`src/verilog/bsc_pkg.sv`:
```
// shared constants and types for the buck set-point control block
package bsc_pkg;
    // register byte offsets
    localparam logic [7:0] REG_B1_NORM = 8'h00;
    localparam logic [7:0] REG_B1_STBY = 8'h04;
    localparam logic [7:0] REG_B2_NORM = 8'h08;
    localparam logic [7:0] REG_B2_STBY = 8'h0c;
    localparam logic [7:0] REG_SPEED = 8'h10;
    localparam logic [7:0] REG_B3 = 8'h14;
    localparam logic [7:0] REG_B4 = 8'h18;
    localparam logic [7:0] REG_B5 = 8'h1c;
    localparam logic [7:0] REG_STATUS = 8'h20;
    localparam logic [7:0] REG_MASK = 8'h24;
    localparam logic [7:0] REG_CFG = 8'h28;
    localparam logic [7:0] REG_DVS = 8'h2c;
    // widths and field positions
    localparam int NREG = 5;
    localparam int NORM_W = 6;
    localparam int CODE_W = 5;
    localparam int V_W = 16;
    localparam int CNT_W = 12;
    localparam int B4_HI_LSB = 5;
    localparam int SPEED2_LSB = 2;
    localparam int CUR2_LSB = 8;
    localparam int BUSY_LSB = 16;
    // reset values
    localparam logic [5:0] NORM_RST = 6'h20;
    localparam logic [5:0] STBY_RST = 6'h10;
    localparam logic [1:0] SPEED_RST = 2'h1;
    localparam logic [4:0] CODE_RST = 5'h00;
    localparam logic [4:0] MASK_RST = 5'h1f;
    // output voltages in 100 uV units
    localparam logic [15:0] V_FINE_BASE = 16'h1964;
    localparam logic [15:0] V_FINE_STEP = 16'h007d;
    localparam logic [15:0] V_COARSE_STEP = 16'h00fa;
    localparam logic [15:0] V_LOWR_BASE = 16'h2ee0;
    localparam logic [15:0] V_2V5 = 16'h61a8;
    localparam logic [15:0] V_3V15 = 16'h7b0c;
    localparam logic [15:0] V_3V3 = 16'h80e8;
    // high-range select codes
    localparam logic [1:0] HI_LOW = 2'h0;
    localparam logic [1:0] HI_2V5 = 2'h1;
    localparam logic [1:0] HI_3V15 = 2'h2;
    // level-detector codes of the phase-configuration pin
    localparam logic [1:0] PIN_VDIG = 2'h1;
    localparam logic [1:0] PIN_CORE_SUPPLY = 2'h2;
    // voltage stepping: base period and clock rate
    localparam int DVS_BASE_NS = 2000;
    localparam int CLK_MHZ = 250;
    localparam int DVS_BASE_CYC = (DVS_BASE_NS * CLK_MHZ) / 1000;
    typedef enum logic [1:0] {PH_SEPARATE = 2'h0, PH_SINGLE = 2'h1, PH_DUAL = 2'h2} bsc_phase_e;
    typedef enum logic [1:0] {ST_BOOT = 2'h0, ST_SYNC = 2'h1, ST_SAMPLE = 2'h3,
                              ST_RUN = 2'h2} bsc_boot_e;
endpackage : bsc_pkg

```
`src/verilog/bsc_dvs_if.sv`:
```
// carrier between the control top and a voltage stepper
`timescale 1ns/1ps
`default_nettype none
interface bsc_dvs_if;
    logic ce;
    logic [bsc_pkg::NORM_W-1:0] target;
    logic [1:0] speed;
    logic [bsc_pkg::NORM_W-1:0] current;
    logic busy;
    modport ctl (output ce, target, speed, input current, busy);
    modport step (input ce, target, speed, output current, busy);
endinterface : bsc_dvs_if
`default_nettype wire

```
`src/verilog/bsc_dvs_stepper.sv`:
```
// stepper that walks a 6-bit set point toward its target one code at a time
`timescale 1ns/1ps
`default_nettype none
module bsc_dvs_stepper #(
    parameter int BASE_CYC = bsc_pkg::DVS_BASE_CYC
) (
    input wire logic mclk,
    input wire logic sys_rst,
    bsc_dvs_if.step dvs
);
    import bsc_pkg::*;

    typedef struct packed {
        logic [NORM_W-1:0] code;
        logic [CNT_W-1:0] cnt;
    } bsc_step_s;

    localparam logic [CNT_W-1:0] BASE = CNT_W'(BASE_CYC);

    bsc_step_s q;
    bsc_step_s d;
    logic [CNT_W-1:0] period;

    ////////////////////////////////////////////////////////////////////////////////
    // one code (12.5 mV) per period; period doubles with each speed code
    assign period = BASE << dvs.speed;
    always_comb
    begin
        d = q;
        if (q.code == dvs.target)
            d.cnt = '0;
        else if (q.cnt == period - 12'h001)
        begin
            // no jump: only a single code per period, toward the target
            d.cnt = '0;
            d.code = (dvs.target > q.code) ? q.code + 6'h01 : q.code - 6'h01;
        end
        else
            d.cnt = q.cnt + 12'h001;
    end

    // frozen while the clock enable is low
    always_ff @(posedge mclk)
    begin
        if (sys_rst)
        begin
            q.code <= NORM_RST;
            q.cnt <= '0;
        end
        else if (dvs.ce)
            q <= d;
    end

    assign dvs.current = q.code;
    assign dvs.busy = (q.code != dvs.target);
endmodule : bsc_dvs_stepper
`default_nettype wire

```
`src/verilog/bsc_top.sv`:
```
// buck set-point decode, phase strap capture, fault flags and voltage stepping
`timescale 1ns/1ps
`default_nettype none
// Functional notes
// - an over-current on any buck sets its own fault flag and raises the interrupt unless its mask bit is clear.
// - the third buck maps its 5-bit code from 0.65 V in 25 mV steps up to 1.425 V.
// - the phase-configuration pin is sampled once after reset and then held.
// - ground gives separate outputs, digital core supply single phase, core supply dual.
// - the fourth buck high-range field picks low code, 2.5 V, 3.15 V or 3.3 V.
// - leaving the high range for the low range drives the fourth buck to 2.5 V.
// - starting in the low range, the fourth buck follows its rewritable low code.
// - the fourth buck low code maps from 1.2 V in 25 mV steps to 1.85 V at 11010.
// - the fifth buck code maps from 1.2 V in 25 mV steps to 1.85 V at 11010.
// - the first two bucks hold a normal and a standby code chosen by standby.
// - a write to a normal code steps toward the new value at the scaling rate.
// - standby entry and exit step at the rate of the 2-bit speed field.
// - speed codes give one 12.5 mV step per 2, 4, 8 or 16 us, default 4 us.
module bsc_top #(
    parameter int DVS_BASE_CYC_P = bsc_pkg::DVS_BASE_CYC
) (
    input wire logic mclk,
    input wire logic sys_rst,
    input wire logic clkEn,
    input wire logic [7:0] regAddr,
    input wire logic [31:0] regWdata,
    input wire logic regWr,
    input wire logic regRd,
    output logic [31:0] regRdata,
    input wire logic [bsc_pkg::NREG-1:0] overcurrentPin,
    input wire logic standbyPin,
    input wire logic [1:0] buck4PhaseConfigPin,
    input wire logic [1:0] powerUpModeSelectPin,
    output logic [bsc_pkg::V_W-1:0] buck1Voltage,
    output logic [bsc_pkg::V_W-1:0] buck2Voltage,
    output logic [bsc_pkg::V_W-1:0] buck3Voltage,
    output logic [bsc_pkg::V_W-1:0] buck4Voltage,
    output logic [bsc_pkg::V_W-1:0] buck5Voltage,
    output logic [1:0] buck4PhaseMode,
    output logic shortCircuitProtectInterrupt
);
    import bsc_pkg::*;

    typedef struct packed {
        logic [NREG-1:0] ocS1;
        logic [NREG-1:0] ocS2;
        logic stbyS1;
        logic stbyS2;
        logic [1:0] phS1;
        logic [1:0] phS2;
        logic [1:0] pumsS1;
        logic [1:0] pumsS2;
        bsc_boot_e boot;
        bsc_phase_e phaseMode;
        logic [1:0][NORM_W-1:0] norm;
        logic [1:0][NORM_W-1:0] stby;
        logic [1:0][1:0] speed;
        logic [CODE_W-1:0] b3Code;
        logic [CODE_W-1:0] b4Low;
        logic [1:0] b4Hi;
        logic b4Forced;
        logic [CODE_W-1:0] b5Code;
        logic [NREG-1:0] status;
        logic [NREG-1:0] mask;
        logic irq;
        logic [31:0] rdata;
        logic [NREG-1:0][V_W-1:0] volt;
    } bsc_state_s;

    bsc_state_s q;
    bsc_state_s d;
    logic [1:0][NORM_W-1:0] dvsCur;
    logic [1:0] dvsBusy;
    logic [NREG-1:0] ocHeld;

    bsc_dvs_if dvsIf[2] ();

    ////////////////////////////////////////////////////////////////////////////////
    // one stepper per standby-capable buck; standby picks which code it chases
    for (genvar i = 0; i < 2; i++)
    begin : g_dvs
        assign dvsIf[i].ce = clkEn;
        assign dvsIf[i].target = q.stbyS2 ? q.stby[i] : q.norm[i];
        assign dvsIf[i].speed = q.speed[i];
        assign dvsCur[i] = dvsIf[i].current;
        assign dvsBusy[i] = dvsIf[i].busy;
        bsc_dvs_stepper #(.BASE_CYC(DVS_BASE_CYC_P)) u_step (
            .mclk(mclk),
            .sys_rst(sys_rst),
            .dvs(dvsIf[i].step)
        );
    end

    ////////////////////////////////////////////////////////////////////////////////
    // next-state logic
    always_comb
    begin
        d = q;
        // pins come from outside the clock domain: two flops each
        d.ocS1 = overcurrentPin;
        d.ocS2 = q.ocS1;
        d.stbyS1 = standbyPin;
        d.stbyS2 = q.stbyS1;
        d.phS1 = buck4PhaseConfigPin;
        d.phS2 = q.phS1;
        d.pumsS1 = powerUpModeSelectPin;
        d.pumsS2 = q.pumsS1;

        // startup: wait for the synchronisers to fill, then capture straps once
        unique case (q.boot)
            ST_BOOT: d.boot = ST_SYNC;
            ST_SYNC: d.boot = ST_SAMPLE;
            ST_SAMPLE:
            begin
                d.boot = ST_RUN;
                d.phaseMode = (q.phS2 == PIN_CORE_SUPPLY) ? PH_DUAL :
                              (q.phS2 == PIN_VDIG) ? PH_SINGLE : PH_SEPARATE;
                d.b4Hi = q.pumsS2;
            end
            ST_RUN: d.boot = ST_RUN;
        endcase

        // register writes
        if (regWr)
        begin
            case (regAddr)
                REG_B1_NORM: d.norm[0] = regWdata[NORM_W-1:0];
                REG_B1_STBY: d.stby[0] = regWdata[NORM_W-1:0];
                REG_B2_NORM: d.norm[1] = regWdata[NORM_W-1:0];
                REG_B2_STBY: d.stby[1] = regWdata[NORM_W-1:0];
                REG_SPEED:
                begin
                    d.speed[0] = regWdata[1:0];
                    d.speed[1] = regWdata[SPEED2_LSB+1:SPEED2_LSB];
                end
                REG_B3: d.b3Code = regWdata[CODE_W-1:0];
                REG_B4:
                begin
                    d.b4Low = regWdata[CODE_W-1:0];
                    d.b4Hi = regWdata[B4_HI_LSB+1:B4_HI_LSB];
                    // dropping out of the high range parks the output at 2.5 V
                    d.b4Forced = (d.b4Hi == HI_LOW) && (q.b4Hi != HI_LOW);
                end
                REG_B5: d.b5Code = regWdata[CODE_W-1:0];
                REG_STATUS: d.status = q.status & ~regWdata[NREG-1:0];
                REG_MASK: d.mask = regWdata[NREG-1:0];
                default: d.rdata = q.rdata;
            endcase
        end

        // a live fault beats a write-one clear in the same cycle
        d.status = d.status | q.ocS2;
        d.irq = |(d.status & q.mask);

        // read data stand only in the cycle after the strobe
        d.rdata = '0;
        if (regRd)
        begin
            case (regAddr)
                REG_B1_NORM: d.rdata[NORM_W-1:0] = q.norm[0];
                REG_B1_STBY: d.rdata[NORM_W-1:0] = q.stby[0];
                REG_B2_NORM: d.rdata[NORM_W-1:0] = q.norm[1];
                REG_B2_STBY: d.rdata[NORM_W-1:0] = q.stby[1];
                REG_SPEED: d.rdata[3:0] = q.speed;
                REG_B3: d.rdata[CODE_W-1:0] = q.b3Code;
                REG_B4: d.rdata[B4_HI_LSB+1:0] = {q.b4Hi, q.b4Low};
                REG_B5: d.rdata[CODE_W-1:0] = q.b5Code;
                REG_STATUS: d.rdata[NREG-1:0] = q.status;
                REG_MASK: d.rdata[NREG-1:0] = q.mask;
                REG_CFG: d.rdata[2:0] = {q.b4Forced, q.phaseMode};
                REG_DVS:
                begin
                    d.rdata[NORM_W-1:0] = dvsCur[0];
                    d.rdata[CUR2_LSB+NORM_W-1:CUR2_LSB] = dvsCur[1];
                    d.rdata[BUSY_LSB+1:BUSY_LSB] = dvsBusy;
                end
                default: d.rdata = '0;
            endcase
        end

        // set-point decode; fine bucks follow the stepper, not the register
        for (int i = 0; i < 2; i++)
            d.volt[i] = V_FINE_BASE + V_W'(V_FINE_STEP * dvsCur[i]);
        d.volt[2] = V_FINE_BASE + V_W'(V_COARSE_STEP * q.b3Code);
        unique case (q.b4Hi)
            HI_LOW: d.volt[3] = q.b4Forced ? V_2V5 :
                                V_LOWR_BASE + V_W'(V_COARSE_STEP * q.b4Low);
            HI_2V5: d.volt[3] = V_2V5;
            HI_3V15: d.volt[3] = V_3V15;
            default: d.volt[3] = V_3V3;
        endcase
        // codes above 11010 are undefined; they just extend the line
        d.volt[4] = V_LOWR_BASE + V_W'(V_COARSE_STEP * q.b5Code);
    end

    ////////////////////////////////////////////////////////////////////////////////
    // state register; clock enable low freezes everything
    always_ff @(posedge mclk)
    begin
        if (sys_rst)
        begin
            q <= '0;
            q.norm <= {NORM_RST, NORM_RST};
            q.stby <= {STBY_RST, STBY_RST};
            q.speed <= {SPEED_RST, SPEED_RST};
            q.mask <= MASK_RST;
            q.volt[0] <= V_FINE_BASE;
            q.volt[1] <= V_FINE_BASE;
            q.volt[2] <= V_FINE_BASE;
            q.volt[3] <= V_LOWR_BASE;
            q.volt[4] <= V_LOWR_BASE;
        end
        else if (clkEn)
            q <= d;
    end

    assign regRdata = q.rdata;
    assign buck1Voltage = q.volt[0];
    assign buck2Voltage = q.volt[1];
    assign buck3Voltage = q.volt[2];
    assign buck4Voltage = q.volt[3];
    assign buck5Voltage = q.volt[4];
    assign buck4PhaseMode = q.phaseMode;
    assign shortCircuitProtectInterrupt = q.irq;

    assign ocHeld = q.ocS2 & regWdata[NREG-1:0];
endmodule : bsc_top
`default_nettype wire
```
`config.mk`:
```
export PLATFORM = sky130hd
export DESIGN_NAME = bsc_top
export DESIGN_NICKNAME = d
export VERILOG_FILES = /design/src/verilog/bsc_pkg.sv /design/src/verilog/bsc_dvs_if.sv /design/src/verilog/bsc_dvs_stepper.sv /design/src/verilog/bsc_top.sv
export SDC_FILE = /design/constraint.sdc
export NUM_CORES = 1
export LEC_CHECK = 0
export BUFFER_PORTS_ARGS = -buffer_cell sky130_fd_sc_hd__buf_2
export CORE_MARGIN = 2
export CORE_UTILIZATION = 35
export DETAILED_ROUTE_END_ITERATION = 16
export HOLD_SLACK_MARGIN = 0.06
export PLACE_DENSITY_LB_ADDON = 0.08
export SLEW_MARGIN = 40
export SYNTH_ARGS = -nofsm -noshare
export SYNTH_HDL_FRONTEND = slang
export SYNTH_SLANG_ARGS = --single-unit
```
`constraint.sdc`:
```
create_clock -name mclk -period 8.8 [get_ports mclk]
set_input_delay 0.44 -clock mclk [delete_from_list [all_inputs] [get_ports mclk]]
set_output_delay 0.44 -clock mclk [all_outputs]
set_load 0.02 [all_outputs]
```
==> impl_metrics.toml <==
[route]
drt_iter0_drc = 517
via_count = 11400
wirelength_mm = 38.3
wl_per_cell_microns = 16.9
vias_per_cell = 5.00
first_pass_iters = 7
ant_nets = 0
remaining_drc_errors = 0

[pwr]
netSwitchingPower_w = 0.000535
p_per_area_nw_per_um2 = 133
clockPowerShare_pct = 49.6
p_comb_share_pct = 6.9
sw_frac_of_total_pct = 24.8
p_int_w = 0.00162
p_leak_nw = 7.43
pwr-share-seq_pct = 43.5
ir_drop_uv = 120

[place]
globalplace.congestion = 0.850
hpwl_mm = 28.1
portBuffers = 117

[die]
die_x_microns = 211
boundaryPins = 170
initial_core_util_pct = 35.6
die_area_sq_um = 44500
rows = 75
fp.dieH_microns = 211
core-area_sq_um = 42100

[sta]
finalCriticalPeriod_ns = 4.71
holdWs_ns = 0.128
final_max_slew_viol_count = 0
finClkSkew_ns = 0.0160
tns_ns = 0
hold_viol_final = 0
worst_pin_slew_ns = 0.786
rsz0062_at_grt = "no"
max_freq_mhz = 212
setup_viol = 0
fin_crit_sh_pct = 53.5
relSlewSlack_pct = 47.3

[finish]
fin_nets = 1993
n_fill_cell = 4302
synthToLayoutAreaGrowth_pct = 8.12
drive_above_1_share_pct = 11.6
layout_common_cells = "nor2_1, dfxtp_1, ha_1, inv_1, buf_2"
n_antenna_cell = 0
final_common_cell = "nor2_1"

[worst_setup_path]
rr_worst_depth = 14
cp_top_family = "adder cells"
critPathMaxStageDelay_ns = 0.71
cp_max_fo = 10
critical_path.startpoint_type = "flip-flop"
cpMaxStageDelayCell = "dfxtp_1"
path_class = "flip-flop to flip-flop"
critPathBufInv = 3
required_ns = 9.21
critPathMostFrequentCell = "fa_1"
crit_chain = "fa_1 > fa_1 > inv_1 > fa_1 > inv_1 > fa_1 > ha_1 > inv_1 > o21bai_1 > a2111oi_0 > o31ai_1 > xnor2_1 > mux2i_1 > nor2_1"
cp_data_arrival_time_ns = 5.12
path_depth = 14
cp-end-kind = "flip-flop"

[synth]
synth.distinct_cells = 74
ys_seq_area_share_pct = 27.0
ys.flop_type = "dfxtp_1"
ys_ff_latch = 202
yosysTopAreaCellShare_pct = 27.0
yosys_warnings = 0
synth_edf_count = 0
synth_area_per_cell_sq_um = 8.77
ys_top_cells_by_area = "dfxtp_1, ha_1, fa_1"
netlist_instances = 1711
yosysTopAreaCell = "dfxtp_1"
synthArstFlopShare_pct = 0
syn_area_sq_um = 15000

[clock_tree]
clk_latency_ns = 0.56
post_cts_buffers = 0
root_buffer = "clkbuf_16"
clkSinkCount = 202
cts_tree = "done"
postCtsHoldBufs = 0
clkTransAtPathRegs_ns = 0.06
clock_path_buffers = 3
cts_buffers = 26
ctsResizeCount = 0
h-tree-depth = 1

[global_route]
grt-ovfl-total = 0
grt_max_degree = 89
grtUsageTotal_pct = 17.4
antenna_found_initial = 2
grt_pass1_wl_mm = 61.6
grt_pass1_vias = 11200

[worst_hold_path]
hp-class = "input pin to flip-flop"
whs_path_depth = 3

[outcome]
status = "finished clean"

[job]
max_cap_violations = 0
==> metal layers <==
layer	global-route usage, %	vias up	share of wire (%)
met2	28.7	188	46
li1	-	5727	-
met1	23.7	5386	48
met4	4.37	4	2.4
met3	2.71	50	3.8
met5	0	-	0.042
==> synthesized netlist by cell type (20+ instances only) <==
library cell and number:
clkbuf_1 53, nand2_1 95, nor3_1 20, xor2_1 30, ha_1 165, buf_4 115
fa_1 61, a22oi_1 28, o21ai_0 71, nand3_1 28, mux2i_1 109, inv_1 135
a21oi_1 84, xnor2_1 44, dfxtp_1 202, nor2_1 209
==> cell families (layout without fill, tap and decap cells) <==
family	Yosys count	count (layout)	synth area share (%)
xor+xnor	74	74	4.32
buf+inv	312	305	10.7
fa+ha+maj	226	226	21.9
other cells	1	27	0.0250
simple gates	447	447	13.7
mux	127	127	8.70
compound gates	322	322	13.7
flops	202	202	27.0
==> flip-flops by register name, summed over array words and instances, names as in the netlist <==
register / cells
q: 64
g_dvs.u_step.q: 24
buck4Voltage: 15
regRdata: 15
buck1Voltage: 14
buck2Voltage: 14
buck5Voltage: 14
buck3Voltage: 13
g_dvs.u_step.dvs.current: 12
d: 10
dvsIf.speed: 4
buck4PhaseMode: 2
shortCircuitProtectInterrupt: 1
==> path summary, 6_finish.rpt <==
check                                                     from  slack, ns          endpoint
worst max register to register  g_dvs[0].u_step.dvs.current[3]       4.09  buck1Voltage[13]
worst min-delay path                         overcurrentPin[3]       0.13            d[186]
worst min register to register                 buck4Voltage[8]       0.46   buck4Voltage[8]
worst max-delay path            g_dvs[0].u_step.dvs.current[3]       4.09  buck1Voltage[13]
==> through the flow <==
step           total power, W  util (%)  cell area, sq um  instances  setup slack (ns)
2_1_floorplan         0.00108         -             15100       1737              4.69
3_3_place_gp          0.00111      36.4             15300       2223              4.00
3_5_place_dp          0.00111      36.4             15300       2223              4.02
4_1_cts               0.00220      38.4             16200       2269              4.00
5_1_grt               0.00224      38.5             16200       2269              3.73
6_report              0.00216      38.5             16200       2269              4.09
==> power groups by stage <==
stage          clock, W  sequential, W  combinational (W)
2_1_floorplan         0       0.000955           0.000123
3_3_place_gp          0       0.000958           0.000150
3_5_place_dp          0       0.000958           0.000151
4_1_cts         0.00111       0.000938           0.000152
5_1_grt         0.00114       0.000940           0.000166
6_report        0.00107       0.000938           0.000150
==> worst register-to-register path, delay by kind of cell, from the launching register on <==
family                   cells  cell delay [ns]
XOR/XNOR                     1             0.16
AND/OR/NAND/NOR              1             0.05
buffers and inverters        3             0.20
AO/OA/AOI/OAI                3             1.00
multiplexers                 1             0.13
adder cells (fa/ha/maj)      5             2.31
flip-flops                   1             0.71
==> final cells by class <==
type | count | area (sq um) | area share (%)
multi-input combinational | 1223 | 9480 | 58.4
sequential | 202 | 4040 | 24.9
timing repair buffer | 124 | 658 | 4.06
clock buffer | 40 | 805 | 4.96
inverter | 135 | 507 | 3.12
clock inverter | 6 | 55.1 | 0.339
tap | 539 | 674 | 4.16
Note: power is estimated with default switching activity, not from simulation.
